<file path="config.mk">
export PLATFORM = sky130hd
export DESIGN_NAME = csp_regs
export DESIGN_NICKNAME = d
export VERILOG_FILES = /design/src/rtl/csp_pkg.sv /design/src/rtl/csp_regs.sv
export SDC_FILE = /design/constraint.sdc
export NUM_CORES = 1
export LEC_CHECK = 0
export CORE_AREA = 3 3 124 126
export CTS_BUF_LIST = sky130_fd_sc_hd__clkbuf_4 sky130_fd_sc_hd__clkbuf_8 sky130_fd_sc_hd__clkbuf_16
export DETAILED_ROUTE_END_ITERATION = 16
export DIE_AREA = 0 0 127 129
export DONT_BUFFER_PORTS = 1
export GPL_TIMING_DRIVEN = 0
export HOLD_SLACK_MARGIN = 0.03
export PLACE_DENSITY = 0.68
export SYNTH_ARGS = -nofsm -noshare
export SYNTH_HDL_FRONTEND = slang
export SYNTH_SLANG_ARGS = --single-unit
</file>
<file path="constraint.sdc">
create_clock -name clock -period 6.4 [get_ports clock]
set_clock_uncertainty 0.1 [all_clocks]
set_input_delay 0.64 -clock clock [delete_from_list [all_inputs] [get_ports clock]]
set_output_delay 0.64 -clock clock [all_outputs]
set_load 0.005 [all_outputs]
</file>
<file path="src/rtl/csp_pkg.sv">
/*
 Constants and carrier types for the clock synthesizer PLL control registers.
 Assumes an 8-bit register access port decoded from the serial control port.
*/
package csp_pkg;
	// Register addresses
	localparam logic [15:0] ADDR_AUTOCLR_RESETS = 16'h0012;
	localparam logic [15:0] ADDR_LATCHED_RESETS = 16'h0013;
	localparam logic [15:0] ADDR_FB_RATIO = 16'h0020;
	localparam logic [15:0] ADDR_RSVD_SYSTEM_CLOCK_INPUT = 16'h0021;
	localparam logic [15:0] ADDR_PLL_PARAMS = 16'h0022;
	localparam logic [15:0] ADDR_PD_CLK_DIV = 16'h0023;
	localparam logic [15:0] ADDR_LOOP_CTRL = 16'h0100;
	localparam logic [15:0] ADDR_FEST_FIRST = 16'h0115;
	localparam logic [15:0] ADDR_FEST_LAST = 16'h011A;
	localparam logic [15:0] ADDR_SLEW_FIRST = 16'h0127;
	localparam logic [15:0] ADDR_SLEW_LAST = 16'h012C;
	localparam int SLEW_BYTES = 6;
	localparam int FEST_BYTES = 6;

	// Writable bit masks, reserved bits stay zero
	localparam logic [7:0] MASK_AUTOCLR = 8'hBF;
	localparam logic [7:0] MASK_LATCHED = 8'h8F;
	localparam logic [7:0] MASK_FB_RATIO = 8'h1F;
	localparam logic [7:0] MASK_PLL_PARAMS = 8'h8F;
	localparam logic [7:0] MASK_PD_CLK_DIV = 8'h0F;
	localparam logic [7:0] MASK_LOOP_CTRL = 8'h3B;

	// Field positions
	localparam int BIT_FUND_PD = 7;
	localparam int BIT_FB_PRESC_RST = 3;
	localparam int BIT_REF_PRESC_RST = 2;
	localparam int BIT_FB_DIV_RST = 1;
	localparam int BIT_REF_DIV_RST = 0;
	localparam int BIT_VCO_AUTO = 7;
	localparam int BIT_REF_DOUBLER = 3;
	localparam int BIT_VCO_HIGH = 2;
	localparam int BIT_SINGLE_TONE = 5;
	localparam int BIT_FEST_DISABLE = 4;
	localparam int BIT_SLEW_EN = 3;
	localparam int BIT_POLARITY = 1;
	localparam int BIT_LOOP_CLOSE = 0;
	localparam int BIT_LF_RESET = 2;
	localparam int BIT_CCI_RESET = 1;

	// Values after reset
	localparam logic [7:0] RST_LATCHED = 8'h00;
	localparam logic [7:0] RST_FB_RATIO = 8'h00;
	localparam logic [7:0] RST_PLL_PARAMS = 8'h00;
	localparam logic [7:0] RST_PD_CLK_DIV = 8'h00;
	localparam logic [7:0] RST_LOOP_CTRL = 8'h00;
	localparam logic [7:0] RST_SLEW_BYTE = 8'h00;

	// Feedback ratio: fixed divide-by-two ahead of field plus offset
	localparam logic [6:0] FB_RATIO_OFFSET = 7'h02;
	localparam int PD_DIV_SCALE_SHIFT = 2;

	typedef struct packed {
		logic fund_powerdown;
		logic fb_prescaler_rst;
		logic ref_prescaler_rst;
		logic fb_divider_rst;
		logic ref_divider_rst;
		logic [6:0] fb_ratio;
		logic ref_doubler_en;
		logic vco_high_range;
		logic [5:0] pd_clk_ratio;
		logic single_tone;
		logic estimator_en;
		logic slew_limit_en;
		logic loop_invert;
		logic loop_closed;
		logic use_estimate;
	} csp_ctrl_t;

	typedef struct packed {
		logic loop_filter_stage;
		logic comb_integrator_stage;
		logic [7:0] all_bits;
	} csp_clr_t;
endpackage

</file>
<file path="src/rtl/csp_regs.sv">
/*
 Control register slice of a clock synthesizer: latched divider resets,
 system PLL settings and digital loop control, with tuning word selection.
 Assumes a decoded serial port delivering byte writes and reads on clock.
*/
// Function
// - Bit 7 powers down fundamental, spurs stay
// - Bits 3,2 hold prescalers in async reset
// - Bits 1,0 reset dividers at prescaler edge
// - Latched reset bits hold until rewritten
// - Feedback ratio from five-bit field, zero gives four
// - Auto range bit lets hardware pick VCO band
// - Bit 3 enables reference doubler
// - Bit 2 selects low or high VCO
// - Phase detector clock is system clock/(field*4)
// - Single tone outputs first tuning word open loop
// - Bit 4 disables estimator; result readable only while enabled
// - Bit 3 enables slew limiter with limits
// - Bit 1 inverts loop polarity
// - Bit 0 closes loop, uses estimate if enabled
// - Autoclear filter and integrator reset pulses
`timescale 1ns/1ps
module csp_regs (
	// Clock and reset
	input wire logic clock,
	input wire logic sys_rst,
	// Register access port
	input wire logic [15:0] reg_addr,
	input wire logic [7:0] reg_wdata,
	input wire logic reg_wr,
	input wire logic reg_rd,
	output logic [7:0] reg_rdata,
	output logic reg_rd_valid,
	// Device status inputs
	input wire logic vco_auto_high,
	input wire logic fb_prescaler_out,
	input wire logic ref_prescaler_out,
	input wire logic [47:0] first_tuning_word,
	input wire logic [47:0] loop_tuning_word,
	input wire logic [47:0] freq_estimate,
	// Control outputs
	output csp_pkg::csp_ctrl_t pll_ctrl,
	output csp_pkg::csp_clr_t clr_pulse,
	output logic pd_clk_tick,
	output logic [47:0] dds_tuning_word,
	output logic [47:0] slew_limits
);

	function automatic logic hit(input logic [15:0] a, input logic [15:0] ref_a);
		hit = (a == ref_a);
	endfunction

	function automatic logic in_range(input logic [15:0] a, input logic [15:0] lo,
			input logic [15:0] hi);
		in_range = (a >= lo) && (a <= hi);
	endfunction

	// Byte offset inside a multi-byte field
	function automatic logic [2:0] byte_idx(input logic [15:0] a, input logic [15:0] first);
		byte_idx = 3'(a - first);
	endfunction

	logic [7:0] latched_r;
	logic [7:0] fb_ratio_r;
	logic [7:0] params_r;
	logic [7:0] pd_div_r;
	logic [7:0] loop_r;
	logic [7:0] slew_r [csp_pkg::SLEW_BYTES];
	logic [7:0] autoclr_nxt;
	logic vco_high_nxt;
	logic fb_presc_d_r;
	logic ref_presc_d_r;
	logic fb_div_rst_r;
	logic ref_div_rst_r;
	logic [5:0] pd_ratio;
	logic [5:0] pd_cnt_r;
	logic [7:0] rdata_nxt;
	logic [47:0] ftw_nxt;
	logic [7:0] fest_byte [csp_pkg::FEST_BYTES];

	// Latched resets keep their value until the next write
	always_ff @(posedge clock or posedge sys_rst) begin
		if (sys_rst) begin
			latched_r <= csp_pkg::RST_LATCHED;
		end else if (reg_wr && hit(reg_addr, csp_pkg::ADDR_LATCHED_RESETS)) begin
			latched_r <= reg_wdata & csp_pkg::MASK_LATCHED;
		end
	end

	always_ff @(posedge clock or posedge sys_rst) begin
		if (sys_rst) begin
			fb_ratio_r <= csp_pkg::RST_FB_RATIO;
		end else if (reg_wr && hit(reg_addr, csp_pkg::ADDR_FB_RATIO)) begin
			fb_ratio_r <= reg_wdata & csp_pkg::MASK_FB_RATIO;
		end
	end

	always_ff @(posedge clock or posedge sys_rst) begin
		if (sys_rst) begin
			params_r <= csp_pkg::RST_PLL_PARAMS;
		end else if (reg_wr && hit(reg_addr, csp_pkg::ADDR_PLL_PARAMS)) begin
			params_r <= reg_wdata & csp_pkg::MASK_PLL_PARAMS;
		end
	end

	always_ff @(posedge clock or posedge sys_rst) begin
		if (sys_rst) begin
			pd_div_r <= csp_pkg::RST_PD_CLK_DIV;
		end else if (reg_wr && hit(reg_addr, csp_pkg::ADDR_PD_CLK_DIV)) begin
			pd_div_r <= reg_wdata & csp_pkg::MASK_PD_CLK_DIV;
		end
	end

	// Single tone with the loop closed is not policed here; the tone wins
	always_ff @(posedge clock or posedge sys_rst) begin
		if (sys_rst) begin
			loop_r <= csp_pkg::RST_LOOP_CTRL;
		end else if (reg_wr && hit(reg_addr, csp_pkg::ADDR_LOOP_CTRL)) begin
			loop_r <= reg_wdata & csp_pkg::MASK_LOOP_CTRL;
		end
	end

	// Slew limit bytes, lowest address is the least significant byte
	genvar gi;
	generate
		for (gi = 0; gi < csp_pkg::SLEW_BYTES; gi++) begin : g_slew
			always_ff @(posedge clock or posedge sys_rst) begin
				if (sys_rst) begin
					slew_r[gi] <= csp_pkg::RST_SLEW_BYTE;
				end else if (reg_wr && hit(reg_addr,
						csp_pkg::ADDR_SLEW_FIRST + 16'(gi))) begin
					slew_r[gi] <= reg_wdata;
				end
			end
			assign slew_limits[gi*8 +: 8] = slew_r[gi];
		end
	endgenerate

	// Estimator bytes, lowest address is the least significant byte
	generate
		for (gi = 0; gi < csp_pkg::FEST_BYTES; gi++) begin : g_fest
			assign fest_byte[gi] = freq_estimate[gi*8 +: 8];
		end
	endgenerate

	// Autoclearing resets: one-cycle pulse per written one, except bit 6
	always_comb begin
		autoclr_nxt = 8'h00;
		if (reg_wr && hit(reg_addr, csp_pkg::ADDR_AUTOCLR_RESETS)) begin
			autoclr_nxt = reg_wdata & csp_pkg::MASK_AUTOCLR;
		end
	end

	always_ff @(posedge clock or posedge sys_rst) begin
		if (sys_rst) begin
			clr_pulse <= '0;
		end else begin
			clr_pulse.all_bits <= autoclr_nxt;
			clr_pulse.loop_filter_stage <= autoclr_nxt[csp_pkg::BIT_LF_RESET];
			clr_pulse.comb_integrator_stage <= autoclr_nxt[csp_pkg::BIT_CCI_RESET];
		end
	end

	// VCO band: hardware choice overrides the written bit in auto mode
	always_comb begin
		vco_high_nxt = params_r[csp_pkg::BIT_VCO_HIGH];
		if (params_r[csp_pkg::BIT_VCO_AUTO]) begin
			vco_high_nxt = vco_auto_high;
		end
	end

	// Integer divider resets change only at a prescaler output rising edge
	// Prescaler outputs are sampled, so they must toggle slower than half the clock
	always_ff @(posedge clock or posedge sys_rst) begin
		if (sys_rst) begin
			fb_presc_d_r <= 1'b0;
			ref_presc_d_r <= 1'b0;
		end else begin
			fb_presc_d_r <= fb_prescaler_out;
			ref_presc_d_r <= ref_prescaler_out;
		end
	end

	always_ff @(posedge clock or posedge sys_rst) begin
		if (sys_rst) begin
			fb_div_rst_r <= 1'b0;
		end else if (fb_prescaler_out && !fb_presc_d_r) begin
			fb_div_rst_r <= latched_r[csp_pkg::BIT_FB_DIV_RST];
		end
	end

	always_ff @(posedge clock or posedge sys_rst) begin
		if (sys_rst) begin
			ref_div_rst_r <= 1'b0;
		end else if (ref_prescaler_out && !ref_presc_d_r) begin
			ref_div_rst_r <= latched_r[csp_pkg::BIT_REF_DIV_RST];
		end
	end

	// Phase detector clock divider; a zero field stops the tick
	assign pd_ratio = 6'(pd_div_r[3:0]) << csp_pkg::PD_DIV_SCALE_SHIFT;

	always_ff @(posedge clock or posedge sys_rst) begin
		if (sys_rst) begin
			pd_cnt_r <= 6'h00;
			pd_clk_tick <= 1'b0;
		end else if (pd_ratio == 6'h00) begin
			pd_cnt_r <= 6'h00;
			pd_clk_tick <= 1'b0;
		end else if (pd_cnt_r >= pd_ratio - 6'h01) begin
			pd_cnt_r <= 6'h00;
			pd_clk_tick <= 1'b1;
		end else begin
			pd_cnt_r <= pd_cnt_r + 6'h01;
			pd_clk_tick <= 1'b0;
		end
	end

	// Control outputs from flops
	always_ff @(posedge clock or posedge sys_rst) begin
		if (sys_rst) begin
			pll_ctrl <= '0;
		end else begin
			pll_ctrl.fund_powerdown <= latched_r[csp_pkg::BIT_FUND_PD];
			pll_ctrl.fb_prescaler_rst <= latched_r[csp_pkg::BIT_FB_PRESC_RST];
			pll_ctrl.ref_prescaler_rst <= latched_r[csp_pkg::BIT_REF_PRESC_RST];
			pll_ctrl.fb_divider_rst <= fb_div_rst_r;
			pll_ctrl.ref_divider_rst <= ref_div_rst_r;
			pll_ctrl.fb_ratio <= {fb_ratio_r[4:0], 1'b0}
				+ {csp_pkg::FB_RATIO_OFFSET[5:0], 1'b0};
			pll_ctrl.ref_doubler_en <= params_r[csp_pkg::BIT_REF_DOUBLER];
			pll_ctrl.vco_high_range <= vco_high_nxt;
			pll_ctrl.pd_clk_ratio <= pd_ratio;
			pll_ctrl.single_tone <= loop_r[csp_pkg::BIT_SINGLE_TONE];
			pll_ctrl.estimator_en <= !loop_r[csp_pkg::BIT_FEST_DISABLE];
			pll_ctrl.slew_limit_en <= loop_r[csp_pkg::BIT_SLEW_EN];
			pll_ctrl.loop_invert <= loop_r[csp_pkg::BIT_POLARITY];
			pll_ctrl.loop_closed <= loop_r[csp_pkg::BIT_LOOP_CLOSE];
			pll_ctrl.use_estimate <= loop_r[csp_pkg::BIT_LOOP_CLOSE]
				&& !loop_r[csp_pkg::BIT_FEST_DISABLE];
		end
	end

	// Tuning word to the synthesizer core
	// Registered so the core never sees a half-switched word
	always_comb begin
		ftw_nxt = loop_tuning_word;
		if (loop_r[csp_pkg::BIT_SINGLE_TONE]) begin
			ftw_nxt = first_tuning_word;
		end
	end

	always_ff @(posedge clock or posedge sys_rst) begin
		if (sys_rst) begin
			dds_tuning_word <= 48'h000000000000;
		end else begin
			dds_tuning_word <= ftw_nxt;
		end
	end

	// Read mux; unmapped and autoclear addresses read zero
	// A read alongside a write to the same address returns the old value
	always_comb begin
		rdata_nxt = 8'h00;
		case (1'b1)
			hit(reg_addr, csp_pkg::ADDR_LATCHED_RESETS): rdata_nxt = latched_r;
			hit(reg_addr, csp_pkg::ADDR_FB_RATIO): rdata_nxt = fb_ratio_r;
			hit(reg_addr, csp_pkg::ADDR_PLL_PARAMS): begin
				rdata_nxt = params_r;
				rdata_nxt[csp_pkg::BIT_VCO_HIGH] = vco_high_nxt;
			end
			hit(reg_addr, csp_pkg::ADDR_PD_CLK_DIV): rdata_nxt = pd_div_r;
			hit(reg_addr, csp_pkg::ADDR_LOOP_CTRL): rdata_nxt = loop_r;
			in_range(reg_addr, csp_pkg::ADDR_FEST_FIRST, csp_pkg::ADDR_FEST_LAST): begin
				if (!loop_r[csp_pkg::BIT_FEST_DISABLE]) begin
					rdata_nxt = fest_byte[byte_idx(reg_addr, csp_pkg::ADDR_FEST_FIRST)];
				end
			end
			in_range(reg_addr, csp_pkg::ADDR_SLEW_FIRST, csp_pkg::ADDR_SLEW_LAST): begin
				rdata_nxt = slew_r[byte_idx(reg_addr, csp_pkg::ADDR_SLEW_FIRST)];
			end
			default: rdata_nxt = 8'h00;
		endcase
	end

	always_ff @(posedge clock or posedge sys_rst) begin
		if (sys_rst) begin
			reg_rdata <= 8'h00;
			reg_rd_valid <= 1'b0;
		end else begin
			reg_rd_valid <= reg_rd;
			if (reg_rd) begin
				reg_rdata <= rdata_nxt;
			end
		end
	end

endmodule

</file>
# Word level (Yosys, flattened, before mapping)
# Cells that the tools add are included.
[word_totals] register_bits=174 inputBits=175 out_inout_bits=142
[op_classes] add_sub_neg=5 n_lt_le_gt_ge=7 eq_ne=12 n_mux=21 bitwise_logic=2 reduce_logical=21
[op_table] op="== test 16 x 9 -> 1 bit (second input constant)" n=7
[op_table] op="two-way mux 8 bit" n=13
[op_table] op="binary-select mux 8 bit (select 3 bit)" n=2
[op_table] op="== test 16 x 6 -> 1 bit (second input constant)" n=3
[op_table] op="two-way mux 48 bit" n=1
[op_table] op="== test 16 x 5 -> 1 bit (second input constant)" n=2
[op_table] op=">= comparator 16 x 9 -> 1 bit (second input constant)" n=2
[op_table] op="<= comparator 16 x 9 -> 1 bit (second input constant)" n=2
[op_table] op="logical AND 1 bit" n=17
[op_table] op="two-way mux 6 bit" n=2
[op_table] op=">= comparator 4 bit (second input constant)" n=2
[op_table] op="NOT 3 -> 4 bit" n=2
[op_table] op="adder 6 x 3 -> 7 bit (second input constant)" n=1
[op_table] op="adder 6 x 1 -> 6 bit (second input constant)" n=1
[op_table] op=">= comparator 6 bit" n=1
[op_table] op="logical NOT 6 bit" n=1
[op_table] op="subtractor 3 bit (second input constant)" n=2
[op_table] op="subtractor 6 x 1 -> 6 bit (second input constant)" n=1
[op_table] op="logical NOT 1 bit" n=3
[op_table] op="two-way mux 1 bit" n=3

# Logic depth before layout (Yosys ltp)
# Gate-level depths: netlist of run 1.
[logic_depth] word_depth=12 ltp_mapped=11 mapped_depth_nobuf=7

# Worst setup path after synthesis of run 1
# OpenSTA, ideal clock, no wires.
[synth_path] kind="input to register" start="in reg_addr[0]" end="reg reg_rdata[5]" setup_time_ns=0.129 arrival_time_ns=3.230 required_time_ns=6.171 slack_ns=2.941 stages=10 path_buffers=4 cell_sequence="clkbuf_1 > buf_2 > buf_2 > inv_1 > ha_1 > clkbuf_1 > mux4_2 > a22o_1 > a221oi_1 > o21ai_0"
[synth_via] elab_chain_cells=12 word_cells_on_any_way=29
[synth_rtl] item="from (decl)" line="csp_regs.sv:28" text="input wire logic [15:0] reg_addr,"
[synth_rtl] item="subtractor 3 bit" line="csp_regs.sv:60" text="byte_idx = 3'(a - first);"
[synth_rtl] item="NOT 3 -> 4 bit (on tied branches)" line="csp_regs.sv:280, csp_regs.sv:276"
[synth_rtl] item="binary-select mux 8 bit (select 3 bit) (on tied branches)" line="csp_regs.sv:280, csp_regs.sv:276"
[synth_rtl] item="two-way mux 8 bit (on tied branches) (2 in series)" line="csp_regs.sv:280, csp_regs.sv:276"
[synth_rtl] item="two-way mux 8 bit (on tied branches)" line="csp_regs.sv:265, csp_regs.sv:275"
[synth_rtl] item="two-way mux 8 bit (5 in series)" line="csp_regs.sv:265" text="case (1'b1)"
[synth_rtl] item="two-way mux 8 bit *" line="csp_regs.sv:265"
[synth_rtl] item="to (signal assigned)" line="csp_regs.sv:293" text="reg_rdata <= rdata_nxt;"
[synth_rtl] item="to (decl)" line="csp_regs.sv:32" text="output logic [7:0] reg_rdata,"
# Mark *: on every way between the ends. The rest lies on a longest branch, timed or not. The select of a mux whose other input is x is not followed.
# A chain may end at the register's enable or synchronous reset.

# Worst setup path after layout of run 1
[layout_path] start="in reg_addr[0]" end="reg reg_rdata[1]"
# The elaborated chain is that of the path after synthesis.

==> impl_metrics.ini, run 1 <==
[die]
ios = 317
rows = 44
start_util_pct = 53.3
die_h_um = 129
die-area_um2 = 16400
die_width_um = 127
core_um2 = 14400

[status]
status = finished, final reports clean

[timing]
worst_pin_slew_ns = 0.955
whs_ns = 0.153
setup_ws_ns = 2.34
slew_viol_final = 0
setup_viol = 0
max_freq_mhz = 246
max_slew_margin_pct = 35.7
fin_crit_ns = 4.06
finalCritPeriodShare_pct = 63.5
finalHoldViolCount = 0
rsz0062_at_grt = false

[routing]
drc_errors = 0
vias = 4911
post_drt_wl_per_cell_um = 25.5
detail-route-antenna-nets = 0
routed_wl_mm = 20.0
drtPass1Iterations = 4
drt-initial-drc-count = 323
viasPerCell = 6.25

[pwr]
p_leak_nw = 3.98
p_total_w = 0.00236
peakVddDrop_mv = 0.217
power_density_nw_per_um2 = 274

[logic_synthesis]
syn_area_um2 = 7690
syn_inst = 565
syn_avg_cell_area_um2 = 13.6
ys_seq_elements = 170
synthTopCellsByArea = dfrtp_1 (55%), mux2_2 (16%), mux4_2 (4.7%), mux2i_1 (2.1%), mux2_1 (2.1%)
synth_flop_cell = dfrtp_1
ys_types = 55
ys_seq_area_share_pct = 55.3
synth.top_cell.area_share_pct = 55.3
synth-edff-count = 0
yosys_warnings = 0
synth_top_cell_by_area = dfrtp_1
asyncSetResetFlopFracSynth_pct = 100
synth.most_common_cell = dfrtp_1
synth_common_cells = dfrtp_1 (170), mux2_2 (109), nor2_1 (27), clkbuf_1 (22), nand2_1 (21)

[setup_path]
start_kind = primary input
crit_fanout = 10
crit_type = primary input to flop
path_buf_inv = 5
arrival_ns = 4.23
cp_slowest_stage_delay_ns = 0.65
endpoint_kind = flop
crit_chain = clkbuf_1 > buf_2 > buf_2 > inv_1 > ha_1 > clkbuf_1 > mux4_2 > nand2_1 > a211oi_1 > a2111oi_0 > o21ai_0
cp_top_family = buffers and inverters
cpMaxStageDelayCell = a2111oi_0
required_ns = 6.57

[cts]
cts_sinks = 170
insertion_delay_ns = 0.42
clock_path_buffers = 2
post_cts_buffers = 0
clockRootBuffer = clkbuf_16
cts_tree = done
cts_buffers = 17
clk_pin_slew_worst_paths_ns = 0.06
cts_max_level = 4

[place]
placed_area_um2 = 7970
gp_congestion = 0.920
io_buffers = 0
place_hpwl_mm = 15.2
place_ws_ns = 1.87

[finish]
num_antenna_cells = 0
nNetsFinal = 776
nFillCells = 1154
final_area_um2 = 8630
syn_to_final_growth_pct = 12.2
drive_gt1_share_pct = 30.2

[global_routing]
gr-usage-all-layers_pct = 24.5
grt_start_max_net_pins = 96
grt_pass1_wl_mm = 30.2
antenna_found_initial = 1
grt_pass1_vias = 5078
overflow = 0

[min_path]
holdCritPathClass = primary input to flop

[flow_run]
maxCapViolations = 0
[final cells by class]
class	count	area, um2	share of cell area, %
Sequential cell	170	4250	49.3
Clock inverter	14	218	2.52
Timing Repair Buffer	2	37.5	0.435
Buffer	35	160	1.86
Clock buffer	18	433	5.02
Tap cell	184	230	2.67
Inverter	11	48.8	0.566
Multi-Input combinational cell	352	3240	37.6
[per-layer routing]
layer / track usage, % / share of wire, %
met3: 10.4 / 8.8
met4: 6.37 / 1.4
met2: 38.0 / 49
met1: 32.0 / 41
met5: 0 / 0.035
[timing repair]
action / in CTS / in global routing
resized for setup: 0 / 0
hold buffers: 1 / 0
endpoints found under the hold margin: 5 / 0
[registers in the layout, summed over array words and instances, names as in the netlist]
name             count
pd_clk_tick          1
dds_tuning_word     48
fb_div_rst_r         1
fb_presc_d_r         1
ref_presc_d_r        1
loop_r               5
reg_rdata            8
clr_pulse            7
ref_div_rst_r        1
pd_div_r             4
slew_limits         48
params_r             5
pll_ctrl            23
fb_ratio_r           5
latched_r            5
pd_cnt_r             6
reg_rd_valid         1
[where the power goes]
group	leakage [nW]	internal (W)	switching [W]	total [W]
sequential	2.24	0.00109	0.0000124	0.00111
clock	0.311	0.000701	0.000426	0.00113
combinational	1.43	0.0000509	0.0000779	0.000129
total	3.98	0.00184	0.000516	0.00236
[through the flow]
stage,cells,utilization [%],TNS [ns]
5_1_grt,786,59.8,0
2_1_floorplan,568,-,0
3_5_place_dp,753,55.2,0
4_1_cts,786,59.8,0
6_report,786,59.8,0
3_3_place_gp,752,55.0,-65.75
[cells in the final DEF, fill, tap and decap left out, drive strengths merged, types with 2 or more instances in the layout]
master    instances
a211oi            5
conb              4
o211ai            2
a21o              3
o21ai             4
dfrtp           170
or4               3
mux4             16
nand2b            4
mux2i            16
nor2             27
a221oi            7
nor4              5
xnor2             6
mux2            123
o31ai             5
a22oi             3
xor2              4
a22o              9
or4b              5
inv              14
nor4b             2
nor2b             2
bufinv            5
buf              14
clkinvlp          3
a21oi             7
nand2            25
nor3             11
ha               12
and3              5
and2              8
clkinv            3
nand4b            2
a211o             2
nand3             8
or3               6
clkbuf           40
[logic make-up (layout without fill, tap and decap cells)]
logic type / count (synthesis) / in the layout / share of synthesized area [%]
mux: 155 / 155 / 24.8
fa+ha+maj: 12 / 12 / 1.95
other cells: 1 / 4 / 0.0488
simple gates: 116 / 116 / 8.71
compound gates: 55 / 55 / 5.42
flops: 170 / 170 / 55.3
buf+inv: 46 / 80 / 2.62
xor+xnor: 10 / 10 / 1.14
[worst paths after layout]
kind,slack [ns],start,depth (start not counted),end
min reg2reg,0.27,ref_div_rst_r,0,pll_ctrl[21]
min in group asynchronous,0.68,sys_rst,2,dds_tuning_word[16]
min,0.15,reg_rd,0,reg_rd_valid
max reg2reg,4.27,pd_div_r[0],7,pd_cnt_r[2]
max in group asynchronous,4.68,sys_rst,3,fb_ratio_r[2]
max,2.34,reg_addr[0],11,reg_rdata[1]
Note: power is estimated with default switching activity, not from simulation.
==> run 2: changes to the inputs <==
- ABC_AREA: default -> 1
- CORE_AREA: 3 3 124 126 -> 3 3 122 124
- DIE_AREA: 0 0 127 129 -> 0 0 125 127
- PLACE_DENSITY: 0.68 -> 0.72
- clock period: 6.4 -> 3.85 ns (I/O delays scaled with it)
==> impl_metrics.ini, run 2 <==
[status]
status = finished, final reports clean

[timing]
finalCritPeriodShare_pct = 66.5
setup_viol = 0
whs_ns = 0.0611
rsz0062_at_grt = false
worst_pin_slew_ns = 0.686
fin_crit_ns = 2.56
max_slew_margin_pct = 54.3
finalHoldViolCount = 0
finalSetupTns_ns = 0
max_freq_mhz = 391
slew_viol_final = 0

[cts]
clock_path_buffers = 2
clk_pin_slew_worst_paths_ns = 0.07
ctsResizeCount = 0
post_cts_buffers = 0
cts_max_level = 4
cts_tree = done
insertion_delay_ns = 0.43
cts_sinks = 170
clockRootBuffer = clkbuf_16
cts_buffers = 17
cts_hold_buf = 103

[min_path]
hold_path.startpoint = reg_rd
min_path_cells = 3
holdCritPathClass = primary input to flop

[global_routing]
gr-usage-all-layers_pct = 33.3
overflow = 0
antenna_found_initial = 1
grt_pass1_wl_mm = 40.9
grt_pass1_vias = 7397
grt_start_max_net_pins = 42

[finish]
mostFrequentLayoutCell = nand2_1
drive_gt1_share_pct = 7.37
syn_to_final_growth_pct = 25.4
multi_input_comb_area_um2 = 3220
layout_common_cells = nand2_1 (363), dfrtp_1 (170), dlygate4sd3_1 (103)
fin_util_pct = 71.5
nNetsFinal = 1287
nFillCells = 1059
final_cells = 1295
regArea_um2 = 4250

[logic_synthesis]
synth.top_cell.area_share_pct = 53.8
synth_top_cell_by_area = dfrtp_1
synth_flop_cell = dfrtp_1
syn_area_um2 = 7910
syn_inst = 971
ys_seq_area_share_pct = 53.8
yosys_warnings = 0
synthTopCellsByArea = dfrtp_1 (54%), nand2_1 (17%), o21ai_0 (6.1%), nor2_1 (3.4%), nand3_1 (3.2%)
ys_seq_elements = 170
syn_avg_cell_area_um2 = 8.15
synth.most_common_cell = nand2_1
ys_types = 37
synth-edff-count = 0
asyncSetResetFlopFracSynth_pct = 100
synth_common_cells = nand2_1 (363), dfrtp_1 (170), o21ai_0 (97), nor2_1 (71), inv_1 (63)

[routing]
routed_wl_mm = 26.3
detail-route-antenna-nets = 0
drt-initial-drc-count = 649
post_drt_wl_per_cell_um = 20.3
drtPass1Iterations = 5
drc_errors = 0
viasPerCell = 5.68
vias = 7355

[setup_path]
start_kind = flop
reg2reg_slack_ns = 1.29
startpoint = loop_r[5]
crit_type = flop to flop
r2r_cells = 7
crit_fanout = 10
required_ns = 4.12
crit_path_end = dds_tuning_word[46]
arrival_ns = 2.83
endpoint_kind = flop
r2r-start = loop_r[5]
r2r_end = dds_tuning_word[46]

[die]
rows = 43
ios = 317
die_h_um = 127
die-area_um2 = 15900
core_um2 = 13900
start_util_pct = 57.0
die_width_um = 125

[place]
gp_congestion = 0.962
dp_cells = 1158
io_buffers = 0
place_hpwl_mm = 17.7

[pwr]
p_leak_nw = 4.93
p_total_w = 0.00408
peakVddDrop_mv = 0.346
power_density_nw_per_um2 = 412

[flow_run]
maxCapViolations = 0
-- run 2: cell types whose count changed after synthesis, sizes merged, moves of 8 or more --
cell and delta:
a21oi +16, a22o -9, buf +8, inv +58
mux2 -123, mux2i -8, mux4 -16, nand2 +343
nand3 +46, nor2 +51, o21ai +102
-- run 2: through the flow --
stage          instance area [um2]  worst slack, ns
6_report                      9920             1.29
5_1_grt                       9920             1.11
4_1_cts                       9920             1.39
3_5_place_dp                  8230            0.947
3_3_place_gp                  8150            0.289
2_1_floorplan                 7930             1.20
-- run 2: layer usage --
layer | track usage (%) | share of wire [%] | vias up | routed length (um)
met5 | 0 | 0 | - | 0
met4 | 14.9 | 4.4 | 0 | 1170
met3 | 11.0 | 9.5 | 92 | 2510
met2 | 56.4 | 49 | 407 | 13000
met1 | 38.9 | 37 | 3511 | 9670
li1 | - | - | 3345 | -
-- run 2: how the worst min path moves through the flow --
stage | slack, ns | end
6_report | 0.06 | reg_rdata[7]
5_1_grt | 0.05 | fb_div_rst_r
4_1_cts | 0.05 | reg_rdata[7]
3_5_place_dp | 0.26 | dds_tuning_word[8]
3_3_place_gp | 0.26 | pll_ctrl[5]
2_1_floorplan | 0.25 | pll_ctrl[5]
-- run 2: area by class of cell --
cell class	instances	area share (%)
Tap cell	180	2.27
Buffer	41	1.93
Timing Repair Buffer	107	11.2
Inverter	70	2.69
Multi-Input combinational cell	693	32.4
Antenna cell	2	0.0504
Clock inverter	11	1.80
Clock buffer	21	4.78
Sequential cell	170	42.9
-- run 2: where the power goes --
group	internal, W	leakage (nW)	switching, W
combinational	0.000145	2.38	0.000210
sequential	0.00182	2.23	0.0000251
clock	0.00116	0.320	0.000726
-- run 2: worst max-delay path, stage by stage, from the launching register on --
cell and delay [ns]:
dfrtp_1 0.39, clkbuf_1 0.17, inv_1 0.13, clkbuf_1 0.48, clkbuf_1 0.43, nand2_1 0.15, nand2_1 0.09, dlygate4sd3_1 0.56
-- run 2: logic make-up (layout without fill, tap and decap cells) --
logic type / count (synthesis) / after routing / synth area share [%]
AO/OA/AOI/OAI: 145 / 145 / 9.57
XOR/XNOR: 7 / 7 / 0.870
adder cells (fa/ha/maj): 12 / 12 / 1.90
buffers and inverters: 111 / 250 / 5.74
flip-flops: 170 / 170 / 53.8
multiplexers: 8 / 8 / 1.01
other: 1 / 6 / 0.0474
AND/OR/NAND/NOR: 517 / 517 / 27.1
